--- src/inc/smrc_defs.vh ---
`ifndef SMRC_DEFS_VH
`define SMRC_DEFS_VH

// Register byte offsets
`define SMRC_OFF_CTRL      12'h000
`define SMRC_OFF_STATUS    12'h004
`define SMRC_OFF_RXDATA    12'h008
`define SMRC_OFF_TXDATA    12'h00c
`define SMRC_OFF_SETTINGS  12'h010
`define SMRC_OFF_NAV       12'h014
`define SMRC_OFF_MIXADDR   12'h018
`define SMRC_OFF_MIXDATA   12'h01c

// Control fields
`define SMRC_CTRL_ENABLE    0
`define SMRC_CTRL_STORE     1
`define SMRC_CTRL_BUS_LSB   4
`define SMRC_CTRL_BUS_MSB   6

// Settings fields
`define SMRC_SET_IN_LSB     0
`define SMRC_SET_IN_MSB     1
`define SMRC_SET_OUT_LSB    2
`define SMRC_SET_OUT_MSB    3
`define SMRC_SET_CLKEXT     4
`define SMRC_SET_PH1        5
`define SMRC_SET_PH2        6
`define SMRC_SET_MMUTE      7

// Level encodings
`define SMRC_LVL_LOW        2'h0
`define SMRC_LVL_P4DBU      2'h1
`define SMRC_LVL_M10DBV     2'h2

// MIDI status nibbles and numbers
`define SMRC_ST_NOTEOFF     4'h8
`define SMRC_ST_NOTEON      4'h9
`define SMRC_ST_CC          4'hb
`define SMRC_ST_PITCH       4'he
`define SMRC_CC_VOLUME      7'h07
`define SMRC_CC_PAN         7'h0a
`define SMRC_CC_VPOT        7'h10
`define SMRC_CH_PHONES      4'h0
`define SMRC_CH_OUT12       4'hf

// Surface note numbers
`define SMRC_N_REC          7'h00
`define SMRC_N_SOLO         7'h08
`define SMRC_N_MUTE         7'h10
`define SMRC_N_SEL          7'h18
`define SMRC_N_VPUSH        7'h20
`define SMRC_N_EQ           7'h2c
`define SMRC_N_BANKL        7'h2e
`define SMRC_N_BANKR        7'h2f
`define SMRC_N_CHL          7'h30
`define SMRC_N_CHR          7'h31
`define SMRC_N_F9           7'h38
`define SMRC_N_F10          7'h39
`define SMRC_N_DYN          7'h4f
`define SMRC_N_PGUP         7'h50
`define SMRC_N_PGDN         7'h51
`define SMRC_N_REW          7'h5b
`define SMRC_N_FFWD         7'h5c
`define SMRC_N_UP           7'h60
`define SMRC_N_DOWN         7'h61
`define SMRC_N_LEFT         7'h62
`define SMRC_N_RIGHT        7'h63

// Mixer layout
`define SMRC_ROW_INPUT      1'b0
`define SMRC_ROW_OUTPUT     1'b1
`define SMRC_UNITY          7'h40
`define SMRC_PAN_CENTER     7'h40
`define SMRC_FIFO_DEPTH     128

`endif

--- src/rtl/smrc_fifo.v ---
`timescale 1ns/1ps
`default_nettype none

module smrc_fifo #(
    parameter W = 8,
    parameter D = 128,
    parameter A = 7
) (
    input  wire         clk,
    input  wire         rst_n,
    input  wire [W-1:0] in_data,
    input  wire         in_valid,
    output wire         in_ready,
    output wire [W-1:0] out_data,
    output wire         out_valid,
    input  wire         out_ready,
    output wire [A:0]   level
);
    reg [W-1:0] mem [0:D-1];
    reg [A:0]   wp_q;
    reg [A:0]   rp_q;

    assign level     = wp_q - rp_q;
    assign in_ready  = (level != D[A:0]);
    assign out_valid = (wp_q != rp_q);
    assign out_data  = mem[rp_q[A-1:0]];

    always @(posedge clk)
    begin
        if (in_valid && in_ready)
            mem[wp_q[A-1:0]] <= in_data;
    end

    always @(posedge clk or negedge rst_n)
    begin
        if (!rst_n)
        begin
            wp_q <= {(A+1){1'b0}};
            rp_q <= {(A+1){1'b0}};
        end
        else
        begin
            if (in_valid && in_ready)
                wp_q <= wp_q + 1'b1;
            if (out_valid && out_ready)
                rp_q <= rp_q + 1'b1;
        end
    end
endmodule // smrc_fifo

`default_nettype wire

--- src/rtl/smrc_top.v ---
// Summary of operation
// Mode changes only via stored enable flag
// Enabled: react to notes, send note feedback
// Software-only functions have no effect
// Navigation skips the playback row
// Always submix view; stored bus at start
// Send brief display, pan, LED data; code only echoes each received byte while enabled
// Faders volume, select+unity_reset_modifier unity, pots pan
// Window moves by one, eight, or row
// Master mute, mute, select, bus choose
// Solo 1-3 input, 7-8 clock, F9/F10 phantom
// Solo 4-6 set output level
// CC7 volume, CC10 pan accepted
// Output row: phones ch1, out1+2 ch16
// Input n on MIDI channel n+1
// 128-byte receive and transmit FIFOs
// Control change: status, number, value
// Channel nibble is channel minus one
// Unmapped messages ignored silently
// Values 0-127 map to full range
`timescale 1ns/1ps
`default_nettype none
`include "smrc_defs.vh"

module smrc_top #(
    parameter NCH   = 16,
    parameter DEPTH = `SMRC_FIFO_DEPTH
) (
    input  wire        pclk,
    input  wire        presetn,
    input  wire        psel,
    input  wire        penable,
    input  wire        pwrite,
    input  wire [11:0] paddr,
    input  wire [31:0] pwdata,
    output reg  [31:0] prdata,
    output reg         pready,
    output reg         pslverr,
    input  wire        stored_enable,
    input  wire [2:0]  stored_bus,
    input  wire        cfg_valid,
    input  wire [7:0]  rx_byte,
    input  wire        rx_valid,
    output reg         rx_ready,
    output reg  [7:0]  tx_byte,
    output reg         tx_valid,
    input  wire        tx_ready,
    output reg         remote_active,
    output reg  [1:0]  input_level,
    output reg  [1:0]  output_level,
    output reg         follow_external_clock,
    output reg         phantom1,
    output reg         phantom2,
    output reg         master_mute
);
    localparam S_IDLE = 2'd0;
    localparam S_NUM  = 2'd1;
    localparam S_VAL  = 2'd2;

    reg        en_q, cfg_q;
    reg  [2:0] bus_q;
    reg  [1:0] st_q;
    reg  [3:0] kind_q, chn_q;
    reg  [6:0] num_q;
    reg  [3:0] col_q;
    reg        row_q;
    reg  [1:0] in_lvl_q, out_lvl_q;
    reg        ext_q, ph1_q, ph2_q, mm_q, dyn_q;
    reg  [6:0] vol [0:31];
    reg  [6:0] pan [0:15];
    reg [15:0] mute_q, sel_q;
    reg  [4:0] madr_q;

    wire [7:0] rxf_data, txf_data;
    wire       rxf_valid, txf_in_ready, txf_valid;
    wire [7:0] rx_lvl, tx_lvl;
    reg  [7:0] fb_d;
    reg        fb_v_d;
    wire       rx_take = rxf_valid && txf_in_ready;
    // Output register loads and pops the queue together
    wire       tx_load = !tx_valid || tx_ready;
    // Flash request: enable and bus committed at once
    wire       ctrl_store = psel && penable && pwrite && paddr == `SMRC_OFF_CTRL
                            && pwdata[`SMRC_CTRL_STORE];

    smrc_fifo #(.W(8), .D(DEPTH), .A(7)) u_rx (
        .clk       (pclk),
        .rst_n     (presetn),
        .in_data   (rx_byte),
        .in_valid  (rx_valid && rx_ready),
        .in_ready  (),
        .out_data  (rxf_data),
        .out_valid (rxf_valid),
        .out_ready (rx_take),
        .level     (rx_lvl)
    );

    smrc_fifo #(.W(8), .D(DEPTH), .A(7)) u_tx (
        .clk       (pclk),
        .rst_n     (presetn),
        .in_data   (fb_d),
        .in_valid  (fb_v_d),
        .in_ready  (txf_in_ready),
        .out_data  (txf_data),
        .out_valid (txf_valid),
        .out_ready (tx_load && en_q),
        .level     (tx_lvl)
    );

    // Press flag and channel slot of current message
    wire       is_note = (kind_q == `SMRC_ST_NOTEON) && rxf_data[6:0] != 7'h00;
    wire [2:0] btn = num_q[2:0];
    wire [3:0] wch = col_q + {1'b0, btn};

    // Feedback byte: each received byte echoed unchanged while enabled
    always @*
    begin
        fb_d   = 8'h00;
        fb_v_d = 1'b0;
        if (en_q && rx_take)
        begin
            fb_d   = rxf_data;
            fb_v_d = 1'b1;
        end
    end

    always @(posedge pclk or negedge presetn)
    begin
        if (!presetn)
        begin
            en_q <= 1'b0;
            cfg_q <= 1'b0;
            bus_q <= 3'h0;
            st_q <= S_IDLE;
            kind_q <= 4'h0;
            chn_q <= 4'h0;
            num_q <= 7'h00;
            col_q <= 4'h0;
            row_q <= `SMRC_ROW_INPUT;
            in_lvl_q <= `SMRC_LVL_P4DBU;
            out_lvl_q <= `SMRC_LVL_P4DBU;
            ext_q <= 1'b0;
            ph1_q <= 1'b0;
            ph2_q <= 1'b0;
            mm_q <= 1'b0;
            dyn_q <= 1'b0;
            mute_q <= 16'h0000;
            sel_q <= 16'h0000;
            madr_q <= 5'h00;
        end
        else
        begin
            cfg_q <= cfg_valid;
            if (cfg_valid && !cfg_q)
            begin
                en_q  <= stored_enable;
                bus_q <= stored_bus;
            end
            else if (ctrl_store)
            begin
                en_q  <= pwdata[`SMRC_CTRL_ENABLE];
                bus_q <= pwdata[`SMRC_CTRL_BUS_MSB:`SMRC_CTRL_BUS_LSB];
            end
            if (psel && penable && pwrite && paddr == `SMRC_OFF_MIXADDR)
                madr_q <= pwdata[4:0];
            if (rx_take && en_q)
            begin
                if (rxf_data[7])
                begin
                    kind_q <= rxf_data[7:4];
                    chn_q  <= rxf_data[3:0];
                    st_q   <= S_NUM;
                end
                else
                    case (st_q)
                    S_NUM:
                    begin
                        num_q <= rxf_data[6:0];
                        st_q  <= S_VAL;
                    end
                    S_VAL:
                    begin
                        st_q <= S_NUM;
                        if (kind_q == `SMRC_ST_CC)
                        begin
                            if (chn_q == `SMRC_CH_PHONES && num_q == `SMRC_CC_VOLUME)
                                vol[16] <= rxf_data[6:0];
                            else if (chn_q == `SMRC_CH_OUT12 && num_q == `SMRC_CC_VOLUME)
                                vol[17] <= rxf_data[6:0];
                            else if (chn_q != `SMRC_CH_PHONES && chn_q != `SMRC_CH_OUT12)
                            begin
                                if (num_q == `SMRC_CC_VOLUME)
                                    vol[{1'b0, chn_q - 4'h1}] <= rxf_data[6:0];
                                else if (num_q == `SMRC_CC_PAN)
                                    pan[chn_q - 4'h1] <= rxf_data[6:0];
                            end
                            if (num_q[6:3] == 4'h2 && row_q == `SMRC_ROW_INPUT)
                                pan[col_q + {1'b0, num_q[2:0]}] <= rxf_data[6:0];
                        end
                        else if (kind_q == `SMRC_ST_PITCH && chn_q[3] == 1'b0)
                            vol[{row_q, col_q + chn_q}] <= rxf_data[6:0];
                        else if (kind_q == `SMRC_ST_NOTEOFF || kind_q == `SMRC_ST_NOTEON)
                        begin
                            if (num_q == `SMRC_N_DYN)
                                dyn_q <= is_note;
                            if (is_note)
                            begin
                                case (num_q[6:3])
                                4'h0: bus_q <= btn;
                                4'h1:
                                    case (btn)
                                    3'd0: in_lvl_q  <= `SMRC_LVL_LOW;
                                    3'd1: in_lvl_q  <= `SMRC_LVL_P4DBU;
                                    3'd2: in_lvl_q  <= `SMRC_LVL_M10DBV;
                                    3'd3: out_lvl_q <= `SMRC_LVL_LOW;
                                    3'd4: out_lvl_q <= `SMRC_LVL_P4DBU;
                                    3'd5: out_lvl_q <= `SMRC_LVL_M10DBV;
                                    3'd6: ext_q     <= 1'b1;
                                    default: ext_q  <= 1'b0;
                                    endcase
                                4'h2: mute_q[wch] <= ~mute_q[wch];
                                4'h3:
                                begin
                                    sel_q[wch] <= ~sel_q[wch];
                                    if (dyn_q)
                                        vol[{row_q, wch}] <= `SMRC_UNITY;
                                end
                                4'h4: pan[wch] <= `SMRC_PAN_CENTER;
                                default:
                                    case (num_q)
                                    `SMRC_N_EQ: mm_q <= ~mm_q;
                                    `SMRC_N_F9: ph1_q <= ~ph1_q;
                                    `SMRC_N_F10: ph2_q <= ~ph2_q;
                                    `SMRC_N_CHL, `SMRC_N_REW: col_q <= col_q - 4'h1;
                                    `SMRC_N_CHR, `SMRC_N_FFWD: col_q <= col_q + 4'h1;
                                    `SMRC_N_BANKL, `SMRC_N_LEFT: col_q <= col_q - 4'h8;
                                    `SMRC_N_BANKR, `SMRC_N_RIGHT: col_q <= col_q + 4'h8;
                                    `SMRC_N_UP, `SMRC_N_PGUP: row_q <= `SMRC_ROW_INPUT;
                                    `SMRC_N_DOWN, `SMRC_N_PGDN: row_q <= `SMRC_ROW_OUTPUT;
                                    default: ;
                                    endcase
                                endcase
                            end
                        end
                    end
                    default: ;
                    endcase
            end
        end
    end

    // Outputs and APB slave
    always @(posedge pclk or negedge presetn)
    begin
        if (!presetn)
        begin
            prdata <= 32'h00000000;
            pready <= 1'b0;
            pslverr <= 1'b0;
            rx_ready <= 1'b0;
            tx_byte <= 8'h00;
            tx_valid <= 1'b0;
            remote_active <= 1'b0;
            input_level <= `SMRC_LVL_P4DBU;
            output_level <= `SMRC_LVL_P4DBU;
            follow_external_clock <= 1'b0;
            phantom1 <= 1'b0;
            phantom2 <= 1'b0;
            master_mute <= 1'b0;
        end
        else
        begin
            // Room kept for the byte already in flight
            rx_ready <= (rx_lvl <= (DEPTH[7:0] - 8'h02));
            if (tx_load)
            begin
                tx_valid <= txf_valid && en_q;
                tx_byte  <= txf_data;
            end
            remote_active <= en_q;
            input_level <= in_lvl_q;
            output_level <= out_lvl_q;
            follow_external_clock <= ext_q;
            phantom1 <= ph1_q;
            phantom2 <= ph2_q;
            master_mute <= mm_q;
            pready  <= psel && !penable;
            pslverr <= 1'b0;
            if (psel && !penable)
            begin
                pslverr <= 1'b0;
                case (paddr)
                `SMRC_OFF_CTRL:     prdata <= {25'h0, bus_q, 3'h0, en_q};
                `SMRC_OFF_STATUS:   prdata <= {8'h0, tx_lvl, rx_lvl, 7'h0, en_q};
                `SMRC_OFF_SETTINGS: prdata <= {24'h0, mm_q, ph2_q, ph1_q, ext_q,
                                               out_lvl_q, in_lvl_q};
                `SMRC_OFF_NAV:      prdata <= {23'h0, row_q, 4'h0, col_q};
                `SMRC_OFF_MIXADDR:  prdata <= {27'h0, madr_q};
                `SMRC_OFF_MIXDATA:  prdata <= {8'h0, sel_q[madr_q[3:0]],
                                               mute_q[madr_q[3:0]], 6'h0,
                                               1'b0, pan[madr_q[3:0]],
                                               1'b0, vol[madr_q]};
                default:
                begin
                    prdata  <= 32'h00000000;
                    pslverr <= 1'b1;
                end
                endcase
            end
        end
    end
endmodule // smrc_top

`default_nettype wire

--- config.mk ---
export PLATFORM = sky130hd
export DESIGN_NAME = smrc_top
export DESIGN_NICKNAME = d
export VERILOG_FILES = /design/src/rtl/smrc_fifo.v /design/src/rtl/smrc_top.v
export VERILOG_INCLUDE_DIRS = /design/src /design/src/inc
export SDC_FILE = /design/constraint.sdc
export NUM_CORES = 2
export LEC_CHECK = 0
export ABC_AREA = 1
export BUFFER_PORTS_ARGS = -buffer_cell sky130_fd_sc_hd__buf_2
export CAP_MARGIN = 20
export CORE_MARGIN = 10
export CORE_UTILIZATION = 55
export CTS_CLUSTER_SIZE = 25
export DETAILED_ROUTE_END_ITERATION = 10
export PLACE_DENSITY_LB_ADDON = 0.15
export SKIP_CTS_REPAIR_TIMING = 1
export SYNTH_ARGS = -nofsm -noshare
export SYNTH_HDL_FRONTEND = slang
export SYNTH_HIERARCHICAL = 1
export SYNTH_SLANG_ARGS = --single-unit
--- constraint.sdc ---
create_clock -name pclk -period 5.5 [get_ports pclk]
set_input_delay 0.55 -clock pclk [delete_from_list [all_inputs] [get_ports pclk]]
set_output_delay 0.55 -clock pclk [all_outputs]
set_load 0.05 [all_outputs]
==> metrics <==
die height=about 470 um; switching pwr=25000 uW; launch point of the worst hold path=stored_bus[0]; initial antenna violation count=7; reg2reg setup slack=0.36 ns; Pwr Density=532 nW/um^2; run status=finished with violations; cells on worst reg2reg path=22; Post-Synthesis Cells=approximately 10000; Initial Utilization=a little under three fifths; final setup fails=0; nature of the critical path endpoint=register; Clock Power Share=26.9%; global route total overflow=0; total number of vias=75600; Layout area overhead=11.8%; I/O pin cnt=117; DIE AREA=218000 sq um; row count=~160; root buf cell=clkbuf_16; WS Path Type=register to register; DR WL/cell=21.2 um; Layout Skew=roughly 0.063 ns; Hold EP=bus_q[0]$_DFF_PN0_; CP Max Fanout=roughly 120; failing checks=hold timing; CP Launch Type=register; r2r startpoint=u_rx/rp_q[0]$_DFFE_PN0P_; clock latency on the worst-skew pair=0.95 ns; via count of the first global-routing pass=72100; Synth warnings=6; CTS tree=yes; drt drc=0; hold path cells=3; Reg power frac=37.4%; post-route ant nets=0; Max IR drop VDD=578 uV; vias per inst=5.61; Critical Path RT=6.05 ns; drt pass-1 iters=8; CTS H-tree depth=5; Int Power=40300 uW; Final Util=62.0%; Worst Max-Slew Pin Slew=between 1 and 1.5 ns; Post-Route WL=286 mm; layout cells sized above 1=8.72%; worst r2r dst=pan[12][6]$_DFFE_PP_; first-pass GRT wire length=432 mm; sw frac=38.3%; clock sink count=roughly 2500; Final Net Count=10700; leakage power=0.0478 uW; Min Hold Slack=-0.0185 ns; Die Span X=roughly 470 um; Final Critical Period=5.14 ns; relative slew slack=25.0%; Final Hold Violating Endpoints=1; Combinational Power Share=between 30% and 40%; port buffer count=83; clk slew on worst S/H paths=about 0.06 ns; Routability Congestion=0.899; TritonCTS buffer count=279; Bufs on Longest Clock Path=4; GRT Total Usage=25.6%; drt first-iter violations=8868; Syn Area/Cell=10.5 sq um; RSZ-0062 raised after global routing=no; synthesized cell area=about 110000 sq um; Tcrit/Tclk final=93.4%; pin count of the biggest net entering global routing=about 200; Worst Hold Class=primary input to register; Max Slew Vio Count=0; Max Clk Rate=0.195 GHz; Worst Path Arrival=5.69 ns; core area=between 150000 and 200000 sq um; maxcap violations=0; HPWL after DPL=169 mm
## layout make-up
type                       count  area, sq um
multi-input combinational   6630        29000
antenna                        1         2.50
sequential                  2534        75400
timing repair buffer         436         3770
clock inverter               132         1070
clock buffer                 341         7410
inverter                     760         2890
fill                       15600        75200
tap                         2640         3300
## power groups by stage
| stage | clock (uW) | sequential (uW) | combinational [uW] |
|---|---|---|---|
| 6_report | 17600 | 24400 | 23300 |
| 5_1_grt | 18700 | 24400 | 25400 |
| 4_1_cts | 17800 | 24400 | 23100 |
| 3_5_place_dp | 0 | 24800 | 23000 |
| 3_3_place_gp | 0 | 24800 | 22600 |
| 2_1_floorplan | 0 | 25000 | 14000 |
## layer usage
layer | global-route usage (%) | share of wire [%]
met1 | 36.9 | 42
met2 | 39.6 | 46
met3 | 4.43 | 8.9
met4 | 8.89 | 3.4
met5 | 0 | 0.0028
## placed cells by master (no fill, tap or decap), drive strengths merged, types with 11 or more instances in the layout
cell and instances:
nand4 23, buf 424, o21ai 569, clkbuf 342, nand2 2938, nor3 23
clkinv 115, edfxtp 2384, bufinv 17, xnor2 11, dlygate4sd3 11, o211ai 38
xor2 37, nor2 1533, dfrtp 146, inv 753, ha 28, nand3 1292
o22ai 26, a21oi 59
## state kept, by name (all words and copies together), names as in the netlist, 3 cells and up
name / cells
vol: 224
u_tx/wp_q: 8
num_q: 7
madr_q: 5
prdata: 24
col_q: 4
u_tx/mem: 1024
chn_q: 4
u_rx/rp_q: 8
kind_q: 4
tx_byte: 8
bus_q: 3
u_rx/wp_q: 8
sel_q: 16
u_tx/rp_q: 8
mute_q: 16
pan: 112
u_rx/mem: 1024
## per-stage QoR
stage | power, uW | cells | instance area (sq um) | setup TNS (ns) | setup WS, ns
after CTS | 65300 | 13500 | 123000 | 0 | 0.437
after global routing | 68400 | 13500 | 123000 | 0 | 0.118
final | 65300 | 13500 | 123000 | 0 | 0.363
after detailed placement | 47800 | 13000 | 114000 | 0 | 0.444
after global placement | 47300 | 13000 | 114000 | 0 | 0.485
after floorplan | 39000 | 10500 | 110000 | -548.72 | -0.612
## how the worst max path moves through the flow
stage | cells past startpoint | endpoint | from
finish | 22 | pan[12][6]$_DFFE_PP_ | u_rx/rp_q[0]$_DFFE_PN0P_
global route | 22 | pan[15][1]$_DFFE_PP_ | u_rx/rp_q[0]$_DFFE_PN0P_
CTS | 22 | pan[12][1]$_DFFE_PP_ | u_rx/rp_q[0]$_DFFE_PN0P_
detailed placement | 22 | pan[12][3]$_DFFE_PP_ | u_rx/rp_q[0]$_DFFE_PN0P_
global placement | 22 | pan[15][3]$_DFFE_PP_ | u_rx/rp_q[0]$_DFFE_PN0P_
floorplan | 14 | u_tx/mem[0][0]$_DFFE_PP_ | u_tx/rp_q[3]$_DFFE_PN0P_
## worst max-delay path, stage by stage, from the launching register on
cell and delay [ns]:
dfrtp_4 0.56, inv_8 0.30, buf_12 0.41, nand2_1 0.11, nand2_1 0.09, nand2_1 0.05, nand3_1 0.06, nand3_1 0.11
nand2_1 0.24, nand2_1 0.08, nand3_1 0.12, nor2_1 0.05, nor2_1 0.50, inv_1 0.19, nand2_4 0.16, inv_1 0.06
nand4_1 0.20, nand2_2 0.14, nand2_1 0.08, o21ai_1 0.22, inv_1 0.14, nand3_1 0.14, nor2_1 0.59
(Power assumes the default switching activity.)
